**src/pkg/anpm_pkg.sv**
```systemverilog
package anpm_pkg;

  // ----------------------------------------------------------------
  // Register port geometry
  // ----------------------------------------------------------------
  localparam int unsigned ADDR_W = 8;
  localparam int unsigned DATA_W = 16;
  localparam int unsigned CODE_W = 4;
  localparam int unsigned LINE_W = 3;
  localparam int unsigned IRQ_W  = 3;

  // ----------------------------------------------------------------
  // Register offsets
  // ----------------------------------------------------------------
  localparam logic [ADDR_W-1:0] OFF_SUMMARY  = 8'h00;
  localparam logic [ADDR_W-1:0] OFF_BASIC    = 8'h04;
  localparam logic [ADDR_W-1:0] OFF_IRQ_STS  = 8'h08;
  localparam logic [ADDR_W-1:0] OFF_IRQ_MASK = 8'h0c;

  // ----------------------------------------------------------------
  // Summary status register fields
  // ----------------------------------------------------------------
  localparam int unsigned SUM_RATE_BIT   = 15;
  localparam int unsigned SUM_DUPLEX_BIT = 14;
  localparam int unsigned SUM_PROG_HI    = 13;
  localparam int unsigned SUM_PROG_LO    = 11;
  localparam int unsigned SUM_CMPL_BIT   = 4;
  localparam int unsigned SUM_LINK_BIT   = 0;

  // Basic status register fields
  localparam int unsigned BAS_CMPL_BIT = 5;
  localparam int unsigned BAS_LINK_BIT = 2;

  // Interrupt status and mask fields
  localparam int unsigned IRQ_CMPL_BIT    = 0;
  localparam int unsigned IRQ_LINKDN_BIT  = 1;
  localparam int unsigned IRQ_RESTART_BIT = 2;

  // ----------------------------------------------------------------
  // Progress codes and reset values
  // ----------------------------------------------------------------
  localparam logic [CODE_W-1:0] CODE_IDLE     = 4'h0;
  localparam logic [CODE_W-1:0] CODE_LAST_ARB = 4'h8;
  localparam logic [CODE_W-1:0] CODE_COMPLETE = 4'hf;
  localparam logic [CODE_W-1:0] CODE_DONE_RD  = 4'h8;
  localparam logic [IRQ_W-1:0]  IRQ_MASK_RST  = 3'h0;
  localparam logic [DATA_W-1:0] RDATA_RST     = 16'h0000;

  // ----------------------------------------------------------------
  // Types
  // ----------------------------------------------------------------
  typedef enum logic [2:0] {
    ANPM_IDLE  = 3'b001,
    ANPM_TRACK = 3'b010,
    ANPM_DONE  = 3'b100
  } anpm_state_t;

  typedef struct packed {
    logic [ADDR_W-1:0] addr;
    logic [DATA_W-1:0] wdata;
    logic              wr;
    logic              rd;
  } anpm_req_t;

  typedef struct packed {
    logic rate;
    logic duplex;
    logic link;
  } anpm_line_t;

endpackage : anpm_pkg

```
**src/core/anpm_monitor.sv**
```systemverilog
`timescale 1ns/100ps

module anpm_monitor (
  // Clock and reset
  input  wire logic                                 i_mclk,
  input  wire logic                                 i_nrst,
  // Register port
  input  wire anpm_pkg::anpm_req_t                  i_req,
  output logic      [anpm_pkg::DATA_W-1:0]          o_rdata,
  // Arbitration machine, same clock
  input  wire logic [anpm_pkg::CODE_W-1:0]          i_arb_code,
  input  wire logic                                 i_restart,
  // Line status from the receive clock side
  input  wire anpm_pkg::anpm_line_t                 i_line,
  // Interrupt
  output logic                                      o_irq
);

  import anpm_pkg::*;

  // ----------------------------------------------------------------
  // Helpers
  // ----------------------------------------------------------------
  function automatic logic code_legal(input logic [CODE_W-1:0] c);
    code_legal = (c <= CODE_LAST_ARB) || (c == CODE_COMPLETE);
  endfunction : code_legal

  function automatic logic addr_hit(input logic [ADDR_W-1:0] a,
                                    input logic [ADDR_W-1:0] off);
    addr_hit = (a == off);
  endfunction : addr_hit

  // ----------------------------------------------------------------
  // Line status synchroniser
  // ----------------------------------------------------------------
  anpm_line_t line_s;
  logic [LINE_W-1:0] line_raw;

  anpm_sync #(
    .W       (LINE_W)
  ) u_line_sync (
    .i_mclk  (i_mclk),
    .i_nrst  (i_nrst),
    .i_async (i_line),
    .o_sync  (line_raw)
  );

  assign line_s = anpm_line_t'(line_raw);

  // ----------------------------------------------------------------
  // Access decode
  // ----------------------------------------------------------------
  logic sum_rd;
  logic bas_rd;
  logic sts_rd;
  logic msk_rd;
  logic sts_wr;
  logic msk_wr;

  assign sum_rd = i_req.rd && addr_hit(i_req.addr, OFF_SUMMARY);
  assign bas_rd = i_req.rd && addr_hit(i_req.addr, OFF_BASIC);
  assign sts_rd = i_req.rd && addr_hit(i_req.addr, OFF_IRQ_STS);
  assign msk_rd = i_req.rd && addr_hit(i_req.addr, OFF_IRQ_MASK);
  assign sts_wr = i_req.wr && addr_hit(i_req.addr, OFF_IRQ_STS);
  assign msk_wr = i_req.wr && addr_hit(i_req.addr, OFF_IRQ_MASK);

  // ----------------------------------------------------------------
  // Monitor state
  // ----------------------------------------------------------------
  anpm_state_t st_q;
  anpm_state_t st_d;
  logic        arb_done;

  assign arb_done = (i_arb_code == CODE_COMPLETE);

  always_comb begin
    st_d = st_q;
    case (st_q)
      ANPM_IDLE:  st_d = ANPM_TRACK;
      ANPM_TRACK: if (arb_done) begin
        st_d = ANPM_DONE;
      end
      ANPM_DONE:  st_d = ANPM_DONE;
      default:    st_d = ANPM_IDLE;
    endcase
    if (i_restart) begin
      st_d = ANPM_IDLE;
    end
  end

  always_ff @(posedge i_mclk or negedge i_nrst) begin
    if (!i_nrst) begin
      st_q <= ANPM_IDLE;
    end else begin
      st_q <= st_d;
    end
  end

  // ----------------------------------------------------------------
  // Held progress code
  // ----------------------------------------------------------------
  // A read during completion loads "complete, lower bits clear", so the
  // next read reports a settled link rather than the completion event.
  logic [CODE_W-1:0] held_q;
  logic [CODE_W-1:0] held_d;
  logic [CODE_W-1:0] rd_load;

  assign rd_load = arb_done ? CODE_DONE_RD : i_arb_code;

  always_comb begin
    held_d = held_q;
    if (sum_rd) begin
      if (code_legal(i_arb_code)) begin
        held_d = rd_load;
      end
    end else if (st_q != ANPM_DONE) begin
      if (code_legal(i_arb_code) && (i_arb_code > held_q)) begin
        held_d = i_arb_code;
      end
    end
  end

  // Restart does not touch this register; reset returns it to CODE_IDLE
  always_ff @(posedge i_mclk or negedge i_nrst) begin
    if (!i_nrst) begin
      held_q <= CODE_IDLE;
    end else begin
      held_q <= held_d;
    end
  end

  // ----------------------------------------------------------------
  // Interrupts
  // ----------------------------------------------------------------
  logic [IRQ_W-1:0] irq_sts_q;
  logic [IRQ_W-1:0] irq_msk_q;
  logic [IRQ_W-1:0] irq_evt;
  logic             link_d1_q;

  always_ff @(posedge i_mclk or negedge i_nrst) begin
    if (!i_nrst) begin
      link_d1_q <= 1'b0;
    end else begin
      link_d1_q <= line_s.link;
    end
  end

  always_comb begin
    irq_evt                  = '0;
    irq_evt[IRQ_CMPL_BIT]    = (st_q == ANPM_TRACK) && arb_done;
    irq_evt[IRQ_LINKDN_BIT]  = link_d1_q && !line_s.link;
    irq_evt[IRQ_RESTART_BIT] = i_restart;
  end

  // A new event in the clearing cycle stays set
  always_ff @(posedge i_mclk or negedge i_nrst) begin
    if (!i_nrst) begin
      irq_sts_q <= '0;
    end else if (sts_wr) begin
      irq_sts_q <= (irq_sts_q & ~i_req.wdata[IRQ_W-1:0]) | irq_evt;
    end else begin
      irq_sts_q <= irq_sts_q | irq_evt;
    end
  end

  always_ff @(posedge i_mclk or negedge i_nrst) begin
    if (!i_nrst) begin
      irq_msk_q <= IRQ_MASK_RST;
    end else if (msk_wr) begin
      irq_msk_q <= i_req.wdata[IRQ_W-1:0];
    end
  end

  assign o_irq = |(irq_sts_q & irq_msk_q);

  // ----------------------------------------------------------------
  // Read data
  // ----------------------------------------------------------------
  // The summary word samples the held code in the same edge that the
  // read reloads it, so no arbitration step is lost or counted twice.
  logic [DATA_W-1:0] rdata_q;
  logic [DATA_W-1:0] rdata_d;

  always_comb begin
    rdata_d = RDATA_RST;
    if (sum_rd) begin
      rdata_d[SUM_RATE_BIT]               = line_s.rate;
      rdata_d[SUM_DUPLEX_BIT]             = line_s.duplex;
      rdata_d[SUM_PROG_HI:SUM_PROG_LO]    = held_q[CODE_W-2:0];
      rdata_d[SUM_CMPL_BIT]               = held_q[CODE_W-1];
      rdata_d[SUM_LINK_BIT]               = line_s.link;
    end else if (bas_rd) begin
      rdata_d[BAS_CMPL_BIT]               = held_q[CODE_W-1];
      rdata_d[BAS_LINK_BIT]               = line_s.link;
    end else if (sts_rd) begin
      rdata_d[IRQ_W-1:0]                  = irq_sts_q;
    end else if (msk_rd) begin
      rdata_d[IRQ_W-1:0]                  = irq_msk_q;
    end
  end

  always_ff @(posedge i_mclk or negedge i_nrst) begin
    if (!i_nrst) begin
      rdata_q <= RDATA_RST;
    end else begin
      rdata_q <= rdata_d;
    end
  end

  assign o_rdata = rdata_q;
endmodule : anpm_monitor

```
**src/core/anpm_sync.sv**
```systemverilog
`timescale 1ns/100ps

module anpm_sync #(
  parameter int unsigned W = 3
) (
  // Clock and reset
  input  wire logic         i_mclk,
  input  wire logic         i_nrst,
  // Levels from outside this clock domain
  input  wire logic [W-1:0] i_async,
  // Synchronised levels
  output logic      [W-1:0] o_sync
);

  logic [W-1:0] meta_q;
  logic [W-1:0] sync_q;

  // The first stage feeds only the second stage
  always_ff @(posedge i_mclk or negedge i_nrst) begin
    if (!i_nrst) begin
      meta_q <= '0;
      sync_q <= '0;
    end else begin
      meta_q <= i_async;
      sync_q <= meta_q;
    end
  end

  assign o_sync = sync_q;

endmodule : anpm_sync

```
**config.mk**
```make
export PLATFORM = sky130hd
export DESIGN_NAME = anpm_monitor
export DESIGN_NICKNAME = d
export VERILOG_FILES = /design/src/pkg/anpm_pkg.sv /design/src/core/anpm_monitor.sv /design/src/core/anpm_sync.sv
export SDC_FILE = /design/constraint.sdc
export NUM_CORES = 1
export LEC_CHECK = 0
export BUFFER_PORTS_ARGS = -buffer_cell sky130_fd_sc_hd__buf_4
export CAP_MARGIN = 25
export CORE_MARGIN = 4
export CORE_UTILIZATION = 43
export DETAILED_ROUTE_END_ITERATION = 10
export PLACE_DENSITY = 0.86
export SLEW_MARGIN = 5
export SYNTH_ARGS = -nofsm -noshare
export SYNTH_HDL_FRONTEND = slang
export SYNTH_SLANG_ARGS = --single-unit
export TNS_END_PERCENT = 100
```
**constraint.sdc**
```tcl
create_clock -name i_mclk -period 1.6 [get_ports i_mclk]
set_input_delay 0.32 -clock i_mclk [delete_from_list [all_inputs] [get_ports i_mclk]]
set_output_delay 0.32 -clock i_mclk [all_outputs]
set_load 0.02 [all_outputs]
```
Word level (Yosys, flattened, before mapping)
Cells that the tools add are included.

Flip-flop bits (word level): 30. Input port bits: 36. Output and inout port bits: 17. Word-level logic and storage cells: 60.

Order comparisons: 2. Eq/ne operators: 10. Multiplexer cells: 19. Bitwise operators: 5. Reduce and logical (&&, ||, !) cells: 16.

Operator list (number): 2-to-1 mux 4 bit (5); equality test 8 x 4 -> 1 bit, second input constant (2); 2-to-1 mux 3 bit (5); logical AND 1 bit (9); case mux 3 bit (3 select lines) (1); equality test 8 x 3 -> 1 bit, second input constant (1); zero test 8 bit (1); AND 3 bit (2); != test 3 bit, second input constant (2); bitwise OR 3 bit (2); 2-to-1 mux 1 bit (5); 2-to-1 mux 5 bit (1); equality test 4 bit, second input constant (1); greater-than comparator 4 bit (1); less-or-equal comparator 4 bit, second input constant (1); 2-to-1 mux 2 bit (2); nonzero test 2 bit (2); equality test 3 x 1 -> 1 bit, second input constant (1); equality test 3 x 2 -> 1 bit, second input constant (1); equality test 3 bit, second input constant (1); NOT 3 bit (1); AND reduction 3 bit (1); OR reduction 3 bit (1); != test 2 x 1 -> 1 bit, second input constant (1); other kinds (2) (2).

Longest topological paths before layout
Word-level depth: 6. Depth in mapped cells: 7. Gate-level depth less buffers: 7.

Cells and area by module
A second synthesis with hierarchy kept.

Cell total of the unflattened synthesis: 119. Area, all modules: 1337.5 um^2.

By module, submodules not included: anpm_monitor (times used 1, cells each 113, area an instance 1187.4 um^2, sequential area each 601.8 um^2); anpm_sync (times used 1, cells each 6, area an instance 150.1 um^2, sequential area each 150.1 um^2).

Worst setup path before layout
OpenSTA, ideal clock, no wires.

Path kind: flip-flop to flip-flop. Start: reg held_q[1]. End: reg held_q[3]. Setup time: 0.140 ns. Arrival: 1.410 ns. Data required time: 1.460 ns. Slack: 0.049 ns. Cell stages (with the launch flop): 8. Buffers on the path: 0. Period minus slack after synthesis: 1.551 ns. Cells stage by stage: dfrtp_1 inv_1 ha_1 nor2b_1 o211ai_1 a21oi_1 o21ai_0 a21boi_0.

Word-level cells in the longest chain between the ends: 4.

RTL lines: start: declaration (line anpm_monitor.sv:104) `logic [CODE_W-1:0] held_q;`; start signal: assignment (line anpm_monitor.sv:128) `held_q <= held_d;`; greater-than comparator 4 bit (line anpm_monitor.sv:117) `if (code_legal(i_arb_code) && (i_arb_code > held_q)) begin`; logical AND 1 bit (line anpm_monitor.sv:117); nonzero test 2 bit (no line); AND reduction 3 bit (no line).

Every way passes these cells. A chain may end at the register's enable or synchronous reset.

Worst setup path in the final report
Start: reg held_q[1]. End: reg held_q[1].

The elaborated chain is that of the path after synthesis.

==> metrics.cfg <==
[routing]
num_vias = 1044
drtPass1Iterations = 4
drt_wl_total_um = 2705
drc = 0
via_per_inst = 4.971
drtIter0Drc = 56
detail_route.wl_per_cell_um = 12.88
ant_nets = 0

[yosys]
yosysWarnings = 0
synth_flop_cell = dfrtp_1
avgSynthCellArea_sq_um = 11.39
synth_cells = 118
yosysUniqueCellTypes = 34
syn-cell-area_sq_um = 1344
synth-seq-cells = 30
async_flop_share_pct = 100.0
yosysTopAreaCell = dfrtp_1
yosysTopAreaCellShare_pct = 54.00
synth_enable_flop_cells = 0
yosysSeqAreaShare_pct = 55.96
synth_area_leaders = dfrtp_1 54%, buf_4 4.5%, ha_1 3.7%, a22o_1 3.3%, and2_1 3.3%

[grt]
grt_max_degree = 31
grt_pass1_wl_um = 4464
grt_pass1_vias = 1033
grt_use_total_pct = 14.50
overflow = 0
antenna_found_initial = 0

[floorplan]
start_util_pct = 44.38
ios = 53
row_count = 20
die_w_um = 63.90
die_h_um = 63.90
dieArea_sq_um = 4083
core_area_sq_um = 3028

[critical_path]
worst_setup_path_end_kind = flop
cp.required_ns = 1.82
start_kind = flop
crit_type = flop to flop
worstPathArrival_ns = 1.84
path_max_fanout = 3

[cts]
cts_tree = built
cts.sink_count = 30
cts_buffers = 5
clockBufferDepth = 2
clkTransAtPathRegs_ns = 0.09
clk_latency_ns = 0.32
root_buffer = clkbuf_4
ctsHtreeMaxLevel = 2

[pwr]
leakage_nw = 0.9045
power.density_nw_per_um2 = 1056
irDropWorstVdd_mv = 0.4065
p_total_mw = 1.869

[placement]
place_ws_ns = -0.2364
hpwl_um = 2044
io_buffers = 33
dpl.cell_count = 199
place.gp.congestion = 0.9307
place_area_sq_um = 1654

[final_layout]
utilization_pct = 58.47
final_common_cell = buf_4
syn2layout_area_growth_pct = 31.75
diodes = 0
final_area_sq_um = 1770
nets = 205
fillers = 238
drive_gt1_share_pct = 37.35
layout_common_cells = 42 x buf_4, 29 x dfrtp_1, 8 x nand2_1, 7 x inv_1, 7 x and2_1
final_cells = 210

[job]
maxCapViolCount = 0

[timing]
final-hold-violation-count = 0
worst_slack_ns = -0.02567
hold_ws_ns = 0.1060
max_freq_mhz = 615.1
clock_skew_ns = 0.008233
setup_violations = 3
rsz0062_at_grt = true
slew_violations = 0
period_share_pct = 101.6
finalSetupTns_ns = -0.06895
finalCriticalPeriod_ns = 1.626

[run_status]
status = finished with violations
failed_checks = setup timing

[min_path]
hp-class = input port to flop

==> area by class of cell <==
cell class,instances,area (sq um),share of cell area (%)
Clock buffer,7,55.05,3.110
Tap cell,44,55.05,3.110
Sequential cell,30,752.0,42.47
Multi-Input combinational cell,76,536.8,30.32
Timing Repair Buffer,44,336.6,19.01
Inverter,8,30.03,1.696
Clock inverter,1,5.005,0.2827
==> cells by family (layout without fill, tap and decap cells) <==
| logic type | count (synthesis) | in the layout | share of synthesized area (%) |
|---|---|---|---|
| AO/OA/AOI/OAI | 22 | 22 | 11.55 |
| adder cells (fa/ha/maj) | 4 | 4 | 3.725 |
| buffers and inverters | 17 | 60 | 7.542 |
| flip-flops | 30 | 30 | 55.96 |
| multiplexers | 5 | 5 | 4.004 |
| other | 1 | 6 | 0.2791 |
| AND/OR/NAND/NOR | 39 | 39 | 16.95 |
==> per-layer routing <==
layer	part of all wire, %	wire [um]	global-route usage, %	vias up
li1	-	-	-	497
met4	5.5	149	12.13	0
met2	50	1349	24.65	46
met5	0	0	0	-
met3	7.0	190	4.921	11
met1	38	1015	13.95	490
==> final timing paths <==
kind	startpoint	end	slack, ns	depth (start not counted)
setup / recovery	held_q[1]$_DFFE_PN0P_	held_q[1]$_DFFE_PN0P_	-0.03	7
hold / removal	i_line[0]	u_line_sync.meta_q[0]$_DFF_PN0_	0.11	1
setup reg to reg	held_q[1]$_DFFE_PN0P_	held_q[1]$_DFFE_PN0P_	-0.03	7
hold reg to reg	u_line_sync.meta_q[1]$_DFF_PN0_	u_line_sync.o_sync[1]$_DFF_PN0_	0.35	0
max in group asynchronous	i_nrst	st_q[0]$_DFFE_PN1P_	0.83	2
min in group asynchronous	i_nrst	irq_sts_q[1]$_DFF_PN0_	0.45	2
==> state kept, by name, indices dropped and copies added (netlist names) <==
| name | cells |
|---|---|
| st_q | 3 |
| link_d1_q | 1 |
| u_line_sync.meta_q | 3 |
| held_q | 4 |
| u_line_sync.o_sync | 3 |
| irq_sts_q | 3 |
| o_rdata | 10 |
| irq_msk_q | 3 |
==> critical path, stage by stage (launching register included) <==
cell      delay, ns
dfrtp_1        0.40
inv_2          0.07
ha_4           0.20
nor2b_4        0.12
o211ai_1       0.19
a21oi_2        0.10
a22o_1         0.22
a22o_1         0.22
==> power by group <==
group          internal (mW)  switching (mW)  total (mW)
sequential             0.838          0.0567       0.895
clock                  0.213           0.239       0.452
combinational          0.277           0.245       0.523
==> synthesized netlist by cell type, types with 3 or more instances <==
master   count
buf_4        8
a21oi_1      5
nand2_1      8
dfrtp_1     29
inv_1        8
mux2_2       3
a22o_1       5
o21ai_0      3
and2_1       7
nor2_1       5
nor3_1       4
ha_1         4
==> timing repair <==
action	CTS	global route
setup buffers	1	1
setup endpoints to repair	5	5
hold buffers	1	0
resized for setup	6	3
pin swaps	6	3
hold endpoints to repair	29	0
(Power assumes the default switching activity.)
